File: config.mk
export PLATFORM = sky130hd
export DESIGN_NAME = data_clock_output_gating
export DESIGN_NICKNAME = d
export VERILOG_FILES = /design/src/data_output_clock_pos_pkg.sv /design/src/data_clock_output_gating.sv /design/src/data_output_clock_pos_divider.sv
export SDC_FILE = /design/constraint.sdc
export NUM_CORES = 1
export LEC_CHECK = 0
export CAP_MARGIN = 30
export CORE_UTILIZATION = 60
export CTS_CLUSTER_SIZE = 28
export DETAILED_ROUTE_END_ITERATION = 7
export DONT_BUFFER_PORTS = 1
export GPL_TIMING_DRIVEN = 1
export PLACE_DENSITY = 0.79
export SYNTH_ARGS = -nofsm -noshare
export SYNTH_HDL_FRONTEND = slang
export SYNTH_SLANG_ARGS = --single-unit
File: constraint.sdc
create_clock -name ref_clk -period 3.5 [get_ports ref_clk]
set_clock_uncertainty 0.05 [all_clocks]
set_input_delay 0.7 -clock ref_clk [delete_from_list [all_inputs] [get_ports ref_clk]]
set_output_delay 0.7 -clock ref_clk [all_outputs]
set_load 0.02 [all_outputs]
File: src/data_output_clock_pos_pkg.sv
// shared constants and types for the data clock output block
`default_nettype none
package data_output_clock_pos_pkg;
	localparam logic [11:0] EXT_CFG_OFFSET   = 12'h024; // index 9h, byte address 4 * index
	localparam logic [11:0] CAL_CTRL_OFFSET  = 12'h040;
	localparam logic [11:0] STATUS_OFFSET    = 12'h044;
	localparam logic [11:0] MODE_OFFSET      = 12'h048;
	localparam int          EXT_CFG_INDEX    = 9;
	localparam int          TRIM_SKIP_POS    = 0;
	localparam int          DEMUX_POS        = 0;
	localparam int          DDR_POS          = 1;
	localparam logic [15:0] EXT_CFG_RESET    = 16'h0000;
	localparam logic [1:0]  MODE_RESET       = 2'h1;
	localparam int          TRIM_TIME_US     = 10;
	localparam int          CLK_MHZ          = 40;
	localparam int          TRIM_CYCLES      = TRIM_TIME_US * CLK_MHZ;
	localparam int          CORE_CYCLES      = 64;

	typedef enum logic [3:0] {
		CAL_IDLE = 4'b0001,
		CAL_TRIM = 4'b0010,
		CAL_CORE = 4'b0100,
		CAL_DONE = 4'b1000
	} cal_state_e;

	typedef struct packed {
		logic       pos;
		logic       neg;
	} diff_pair_s;

	typedef struct packed {
		logic       demux;
		logic       ddr;
		logic       trimSkip;
	} clk_cfg_s;
endpackage
`default_nettype wire

File: src/data_clock_output_gating.sv
// data output clock generation with calibration trim gating and apb registers
//
// Chosen here: register access over APB.
`default_nettype none
// Functional notes
// - demux with single data rate: output clock runs at half the sample clock.
// - demux with double data rate: output clock runs at a quarter of it.
// - by default the output clock stops during the termination trim phase.
// - trim-skip bit in register 9h set omits the trim phase from calibrations.
// - the power-on calibration always trims; the skip affects later ones only.
// - data words launch synchronously with the output clock.
module data_clock_output_gating
	import data_output_clock_pos_pkg::*;
#(
	parameter int TRIM_LEN = TRIM_CYCLES,
	parameter int CORE_LEN = CORE_CYCLES
)(
	// clock and reset
	input  wire logic        ref_clk,
	input  wire logic        rst,
	input  wire logic        clkEn,
	// sample clock from outside
	input  wire logic        sampleClk,
	// calibration request from converter core
	input  wire logic        calReq,
	// data word to launch
	input  wire logic [15:0] dataIn,
	// apb slave
	input  wire logic        psel,
	input  wire logic        penable,
	input  wire logic        pwrite,
	input  wire logic [11:0] paddr,
	input  wire logic [31:0] pwdata,
	output logic [31:0]      prdata,
	output logic             pready,
	output logic             pslverr,
	// link outputs
	output diff_pair_s       dataOutputClock,
	output logic [15:0]      dataOut,
	output logic             calBusy
);
	// refuse phase lengths that the counters cannot serve
	if (TRIM_LEN < 1 || CORE_LEN < 1) begin : g_bad_len
		$error("lengths must be at least one");
	end

	typedef struct packed {
		logic [2:0]  smp;
		logic [15:0] extCfg;
		logic [1:0]  mode;
		logic        powerOnDone;
		cal_state_e  cal;
		logic [31:0] cnt;
		logic [31:0] rdata;
		logic        gate;
		logic [15:0] dout;
		diff_pair_s  pair;
	} top_s;

	top_s st_r;
	top_s st_nxt;
	logic dclkLevel;
	logic launch;
	logic sampleEdge;
	logic wrEn;
	logic rdEn;
	logic hit;
	clk_cfg_s cfg;

	assign sampleEdge = st_r.smp[1] & ~st_r.smp[2];
	assign cfg.demux  = st_r.mode[DEMUX_POS];
	assign cfg.ddr    = st_r.mode[DDR_POS];
	assign cfg.trimSkip = st_r.extCfg[TRIM_SKIP_POS];
	assign wrEn = psel & penable & pwrite;
	assign rdEn = psel & ~penable & ~pwrite;
	assign hit  = (paddr == EXT_CFG_OFFSET) || (paddr == CAL_CTRL_OFFSET) ||
		(paddr == STATUS_OFFSET) || (paddr == MODE_OFFSET);

	data_output_clock_pos_divider u_div (
		.ref_clk    (ref_clk),
		.rst        (rst),
		.clkEn      (clkEn),
		.sampleEdge (sampleEdge),
		.cfg        (cfg),
		.gate       (st_r.gate),
		.dclkLevel  (dclkLevel),
		.launch     (launch)
	);

	always_comb begin
		logic calStart;
		calStart = 1'b0;
		st_nxt = st_r;
		st_nxt.smp = {st_r.smp[1:0], sampleClk};
		if (wrEn && paddr == EXT_CFG_OFFSET) begin
			st_nxt.extCfg = pwdata[15:0];
		end
		if (wrEn && paddr == MODE_OFFSET) begin
			st_nxt.mode = pwdata[1:0];
		end
		calStart = calReq || (wrEn && paddr == CAL_CTRL_OFFSET && pwdata[0]);
		unique case (st_r.cal)
			CAL_IDLE: begin
				if (!st_r.powerOnDone || calStart) begin
					st_nxt.cnt = '0;
					// first calibration trims regardless of the skip bit
					if (!st_r.powerOnDone || !cfg.trimSkip) begin
						st_nxt.cal = CAL_TRIM;
					end else begin
						st_nxt.cal = CAL_CORE;
					end
				end
			end
			CAL_TRIM: begin
				st_nxt.cnt = st_r.cnt + 32'h1;
				if (st_r.cnt >= 32'(TRIM_LEN - 1)) begin
					st_nxt.cnt = '0;
					st_nxt.cal = CAL_CORE;
				end
			end
			CAL_CORE: begin
				st_nxt.cnt = st_r.cnt + 32'h1;
				if (st_r.cnt >= 32'(CORE_LEN - 1)) begin
					st_nxt.cal = CAL_DONE;
				end
			end
			CAL_DONE: begin
				st_nxt.powerOnDone = 1'b1;
				st_nxt.cal = CAL_IDLE;
			end
			default: begin
				st_nxt.cal = CAL_IDLE;
			end
		endcase
		st_nxt.gate = (st_nxt.cal == CAL_TRIM);
		if (launch) begin
			st_nxt.dout = dataIn;
		end
		st_nxt.pair.pos = dclkLevel;
		st_nxt.pair.neg = ~dclkLevel;
		if (rdEn) begin
			unique case (paddr)
				EXT_CFG_OFFSET: st_nxt.rdata = {16'h0000, st_r.extCfg};
				MODE_OFFSET:    st_nxt.rdata = {30'h0, st_r.mode};
				STATUS_OFFSET:  st_nxt.rdata = {26'h0, st_r.powerOnDone, st_r.gate, st_r.cal};
				default:        st_nxt.rdata = 32'h0;
			endcase
		end
	end

	always_ff @(posedge ref_clk or posedge rst) begin
		if (rst) begin
			st_r <= '{smp: 3'h0, extCfg: EXT_CFG_RESET, mode: MODE_RESET, powerOnDone: 1'b0,
				cal: CAL_IDLE, cnt: 32'h0, rdata: 32'h0, gate: 1'b0, dout: 16'h0000,
				pair: '{pos: 1'b0, neg: 1'b1}};
		end else if (clkEn) begin
			st_r <= st_nxt;
		end
	end

	assign prdata  = st_r.rdata;
	assign pready  = 1'b1;
	assign pslverr = psel & penable & ~hit;
	assign dataOutputClock = st_r.pair;
	assign dataOut = st_r.dout;
	assign calBusy = (st_r.cal != CAL_IDLE);
endmodule
`default_nettype wire

File: src/data_output_clock_pos_divider.sv
// divides the sampled sample-clock edges down to the data output clock
`default_nettype none
module data_output_clock_pos_divider
	import data_output_clock_pos_pkg::*;
(
	// clock and reset
	input  wire logic       ref_clk,
	input  wire logic       rst,
	input  wire logic       clkEn,
	// control
	input  wire logic       sampleEdge,
	input  wire clk_cfg_s   cfg,
	input  wire logic       gate,
	// output
	output logic            dclkLevel,
	output logic            launch
);
	typedef struct packed {
		logic [1:0] cnt;
		logic       level;
		logic       launch;
	} div_s;

	div_s st_r;
	div_s st_nxt;

	always_comb begin
		logic [1:0] wrap;
		wrap = 2'h0;
		st_nxt = st_r;
		st_nxt.launch = 1'b0;
		// toggling every edge gives 1/2 rate, every second edge gives 1/4
		if (!cfg.demux) begin
			wrap = 2'h0;
		end else if (cfg.ddr) begin
			wrap = 2'h1;
		end else begin
			wrap = 2'h0;
		end
		if (gate) begin
			st_nxt.cnt = 2'h0;
		end else if (sampleEdge) begin
			if (st_r.cnt >= wrap) begin
				st_nxt.cnt = 2'h0;
				st_nxt.level = ~st_r.level;
				st_nxt.launch = 1'b1;
			end else begin
				st_nxt.cnt = st_r.cnt + 2'h1;
			end
		end
	end

	always_ff @(posedge ref_clk or posedge rst) begin
		if (rst) begin
			st_r <= '0;
		end else if (clkEn) begin
			st_r <= st_nxt;
		end
	end

	assign dclkLevel = st_r.level;
	assign launch    = st_r.launch;
endmodule
`default_nettype wire

Word level (Yosys, flattened, before mapping)
Cells that the tools add are included.
- bits in registers: 113
- ROM bits: 0
- output and inout bits: 53
- memories kept: 0
- latch bits: 0
- word-level logic and storage cells: 78
- RAM bits: 0
- magnitude comparators: 3
- add/subtract/negate cells: 2
- equality and inequality tests: 11
- bitwise operators: 12
- shift-type cells: 0
- $mul: 0
- reduce and logical (&&, ||, !) cells: 22
- mux-type cells: 14
- divide/modulo/power cells: 0
- operators with widths (cell ; number):
    32-bit one-hot mux with 3 select lines ; 1
    36-bit two-way mux ; 2
    16-bit one-hot mux with 3 select lines ; 1
    12-bit by 7-bit equality test with 1-bit output, second input constant ; 3
    32-bit by 1-bit adder with 32-bit output, second input constant ; 1
    32-bit by 6-bit greater-or-equal comparator with 1-bit output, second input constant ; 1
    32-bit by 9-bit greater-or-equal comparator with 1-bit output, second input constant ; 1
    12-bit by 6-bit equality test with 1-bit output, second input constant ; 1
    4-bit one-hot mux with 3 select lines ; 1
    2-bit AND reduction ; 6
    4-bit by 2-bit equality test with 1-bit output, second input constant ; 2
    2-bit two-way mux ; 4
    4-bit two-way mux ; 2
    1-bit AND ; 6
    1-bit logical OR ; 6
    1-bit NOT ; 6
    4-bit by 1-bit equality test with 1-bit output, second input constant ; 1
    4-bit by 3-bit equality test with 1-bit output, second input constant ; 1
    4-bit equality test, second input constant ; 1
    1-bit logical AND ; 4
    4-bit by 1-bit != test with 1-bit output, second input constant ; 1
    4-bit AND reduction ; 1
    3-bit two-way mux ; 1
    3-bit AND reduction ; 1
    7 further kinds ; 9

Longest topological paths before layout
- word-level depth: 9
- mapped depth: 8
- depth with buffers taken out: 6

By module
Synthesis repeated with hierarchy kept, for this count alone.
- cells, all modules: 550
- area, all modules: 5396.4 µm²
- by module, submodules not included (module ; cells an instance ; instances ; area each (µm²) ; sequential area each (µm²)):
    data_clock_output_gating ; 532 ; 1 ; 5171.2 ; 2331.0
    data_output_clock_pos_divider ; 18 ; 1 ; 225.2 ; 100.1

Worst setup path after synthesis
No wires, ideal clock.
- path type: input to register
- start: input port paddr[1]
- end: register st_r, in the netlist cfg[0]
- cell stages on the path: 6
- library setup time: 125 ps
- arrival time: 2373 ps
- path slack: 952 ps
- path buffers: 1
- cells stage by stage: nor4_1 nand2_1 or3_1 nor2_2 buf_4 mux2_2
- cells in the longest elaborated chain, start to end: 3
- RTL lines (element ; line ; source):
    start: declaration ; data_clock_output_gating.sv:32 ; input wire logic [11:0] paddr,
    12-bit by 6-bit equality test with 1-bit output ; data_clock_output_gating.sv:95 ; if (wrEn && paddr == EXT_CFG_OFFSET) begin
    1-bit logical AND ; data_clock_output_gating.sv:95 ;
    2-bit AND reduction (no source line) ; - ;
    end signal: assignment ; data_clock_output_gating.sv:153 ; st_r <= '{smp: 3'h0, extCfg: EXT_CFG_RESET, mode: MODE_RESET, powerOnDone: 1'b0,
    end signal: assignment ; data_clock_output_gating.sv:157 ; st_r <= st_nxt;
    end: declaration ; data_clock_output_gating.sv:60 ; top_s st_r;
Every way passes these cells.
A chain may end at the register's enable or synchronous reset.

Worst setup path in the final report
- start: register st_r[60] in the netlist's numbering
- end: register st_r[78] in the netlist's numbering
- cells in the longest elaborated chain, start to end: 3
- RTL lines (element ; line ; source):
    32-bit by 1-bit adder with 32-bit output or 32-bit by 9-bit greater-or-equal comparator with 1-bit output (tied branches) ; data_clock_output_gating.sv:115, data_clock_output_gating.sv:122, data_clock_output_gating.sv:116 ;
    36-bit two-way mux ; data_clock_output_gating.sv:116 ; if (st_r.cnt >= 32'(TRIM_LEN - 1)) begin
    32-bit one-hot mux with 3 select lines * ; data_clock_output_gating.sv:102 ; unique case (st_r.cal)
Every way passes the cells marked *; elsewhere a longest branch is shown, timed or not.

==> results by group <==
Global routing
  – Total grt overflow: 0
  – Initial antenna violation count: 0
  – First-pass GRT wire length: 17700 um
  – Vias in the first global route: roughly 3700
  – Pin count of the biggest net entering global routing: 40
  – Gr usage total: around 25%

Timing
  – Final setup viols: 0
  – Final worst path period share: 79.9%
  – Hold WS: about 0.13 ns
  – Setup_tns: 0 ns
  – Final Hold Fails: 0
  – Relative slew slack: 53.2%
  – Max Fclk: 358 MHz
  – Slew Limit Fails: 0
  – Final Critical Period: about 2.8 ns
  – RSZ-0062 raised after global routing: no
  – Slew @ Worst Pin: about 0.70 ns

Die
  – Initial Util: roughly 63%
  – IO Pins: 121
  – CORE AREA: roughly 8400 sq um
  – Row count: 33
  – Die Span Y: between 90 and 100 um
  – DIE AREA: slightly above 9000 sq um
  – Die width: 95.8 um

Synthesis
  – Async SR Flop Fraction: 100%
  – Synth Area in Simple Gates: about 17%
  – Fraction of the mapped netlist area in adder cells: less than 1%
  – Synth unique cells: about 60
  – #FFs+latches synth: 97
  – Largest family of logic cells by synthesized area: simple AND/OR/NAND/NOR gates
  – Post-synthesis mux area share: 8.49%
  – Post-synth EDFFs: 0
  – Compound-Gate Fraction of Synth Area: 16.0%
  – Most common flop cell mapped by yosys: dfrtp_1
  – Mean post-synth cell area: just under 10 sq um
  – Synth warn: 0
  – XOR/XNOR Fraction of Synth Area: 0.332%
  – Register area share after synthesis: a little under half
  – Synth Cell Area: between 5000 and 6000 sq um
  – Synthesized netlist cell count: approximately 540

Route
  – Routed wire length: about 11000 um
  – Met1 Wirelength: roughly 4500 um
  – Drt drc: 0
  – DR pass1 iterations: 5
  – Met2 wire len: approximately 5400 um
  – Antenna Nets Post-Route: 0
  – WL per Instance: between 15 and 20 um
  – Via density: between 6 and 7
  – 1st-iter DRT viols: 302
  – Highest routed layer: met4
  – Met3 wire length: approximately 850 um
  – Vias: around 4000

Cells and area
  – Share of post-route cells with drive strength above 1: about 16%
  – Most frequent cells in the layout: dfrtp_1 (94), nand2_1 (51), mux2_2 (38), inv_1 (28), o21ai_0 (25)
  – Total Nets Final: about 560
  – Synth-to-layout area growth: -0.569%
  – Most common cell after layout, fill and taps aside: dfrtp_1
  – Diodes inserted: 0

Worst setup path
  – CP required: ~3.7 ns
  – Flop2flop setup slack: approximately 0.70 ns
  – Startpoint types: flop
  – Crit path kind: reg -> reg
  – Crit-path max FO: 22
  – Critical Path AT: around 3.0 ns
  – CP Capture Type: flop

Pwr
  – Switching Share: 37.7%
  – Clock power frac: roughly a quarter
  – Net Switching: 1.08 mW
  – Pwr Density: roughly 540 nW/um^2
  – Leak pwr: about 2.1 nW
  – Logic pwr share: 20.1%
  – Max VDD drop: ~380 uV
  – Sequential power share: 54.5%
  – Power Internal: around 1.8 mW

Clock tree
  – Num CTS Buffers: 9
  – Clk_lat worst skew: approximately 0.37 ns
  – CTS resizes: 0
  – Root buf cell: clkbuf_8
  – Clock sink total: 97
  – Clk buf depth: 2
  – Post-CTS setup buffer count: 0
  – Clock-pin slew on the worst setup and hold paths: 0.10 ns
  – CTS tree: yes
  – Clock H-tree levels: 3
  – CTS Hold Bufs: 0

Job
  – Maxcap violations: 0

Placed design
  – I/O Buffers: 0
  – GPL Wtd Cong: roughly 0.85
  – Post-DP HPWL: 7400 um

Status
  – Status: finished clean

Worst hold path
  – Hold crit path type: in -> async
cell type report:
type / count / area, sq um
inverters: 29 / 111
well taps: 105 / 131
multi-input cells: 345 / 2290
clock inverters: 7 / 86.3
flip-flops and latches: 97 / 2430
fillers: 651 / 3140
repair buffers: 10 / 75.1
clock buffers: 9 / 124
logic make-up after synthesis:
kind of cell	count (synthesis)
simple gates	168
fa+ha+maj	2
xor+xnor	2
other cells	2
compound gates	116
buf+inv	110
mux	40
flops	97
flip-flops by register name (all words and copies together), names as in the netlist:
register	count
cfg	3
u_div.st_r	2
st_r	54
prdata	16
st_nxt	2
dataOutputClock	2
dataOut	16
u_div.launch	1
u_div.dclkLevel	1
final timing paths:
kind / startpoint / to / cells after the start
max in group asynchronous: rst / cfg[2]$_DFFE_PP1P_ / 2
max: st_r[60]$_DFFE_PP0P_ / st_r[78]$_DFFE_PP0P_ / 5
min reg2reg: u_div.dclkLevel$_DFFE_PP0P_ / dataOutputClock[0]$_DFFE_PP1P_ / 1
min: rst / st_r[81]$_DFFE_PP0P_ / 1
min in group ref_clk: clkEn / dataOutputClock[0]$_DFFE_PP1P_ / 1
max reg2reg: st_r[60]$_DFFE_PP0P_ / st_r[78]$_DFFE_PP0P_ / 5
power groups by stage:
stage / Clock, mW / Sequential (mW) / Combinational (mW)
5_1_grt: 0.777 / 1.58 / 0.631
6_report: 0.726 / 1.55 / 0.574
4_1_cts: 0.742 / 1.56 / 0.574
3_3_place_gp: 0 / 1.57 / 0.549
2_1_floorplan: 0 / 1.37 / 0.828
3_5_place_dp: 0 / 1.58 / 0.569
worst max-delay path: stages (launching register included):
cell,delay (ns)
dfrtp_1,0.47
nor4_1,0.42
nand4_1,0.31
o41ai_4,0.45
nand3b_2,0.48
o41ai_1,0.50
cell usage after synthesis, types with 12 or more instances:
cell | count | area share, %
buf_4 | 54 | 7.7
inv_1 | 29 | 2.1
dfrtp_1 | 94 | 45
nand4_1 | 21 | 2.5
clkbuf_1 | 15 | 1.1
nand3_1 | 22 | 2.1
a32oi_1 | 17 | 2.8
mux2_2 | 38 | 8.1
o21ai_0 | 25 | 2.4
a31oi_1 | 12 | 1.4
nor2_1 | 19 | 1.4
nand2_1 | 51 | 3.6
metal layers:
layer  global-route usage (%)  vias up
li1                         -     1818
met1                     32.0     1966
met2                     42.2      204
met3                     4.98       21
met4                     8.83        0
met5                        0        -
per-stage QoR:
step	instances	area, sq um	power (mW)	utilization [%]	setup WS (ns)
2_1_floorplan	552	5330	2.20	-	0.221
3_5_place_dp	586	5040	2.15	60.1	0.544
6_report	602	5250	2.85	62.6	0.703
3_3_place_gp	586	5040	2.12	60.1	0.685
4_1_cts	602	5250	2.87	62.6	0.712
5_1_grt	602	5250	2.99	62.6	0.525
(Power assumes the default switching activity.)
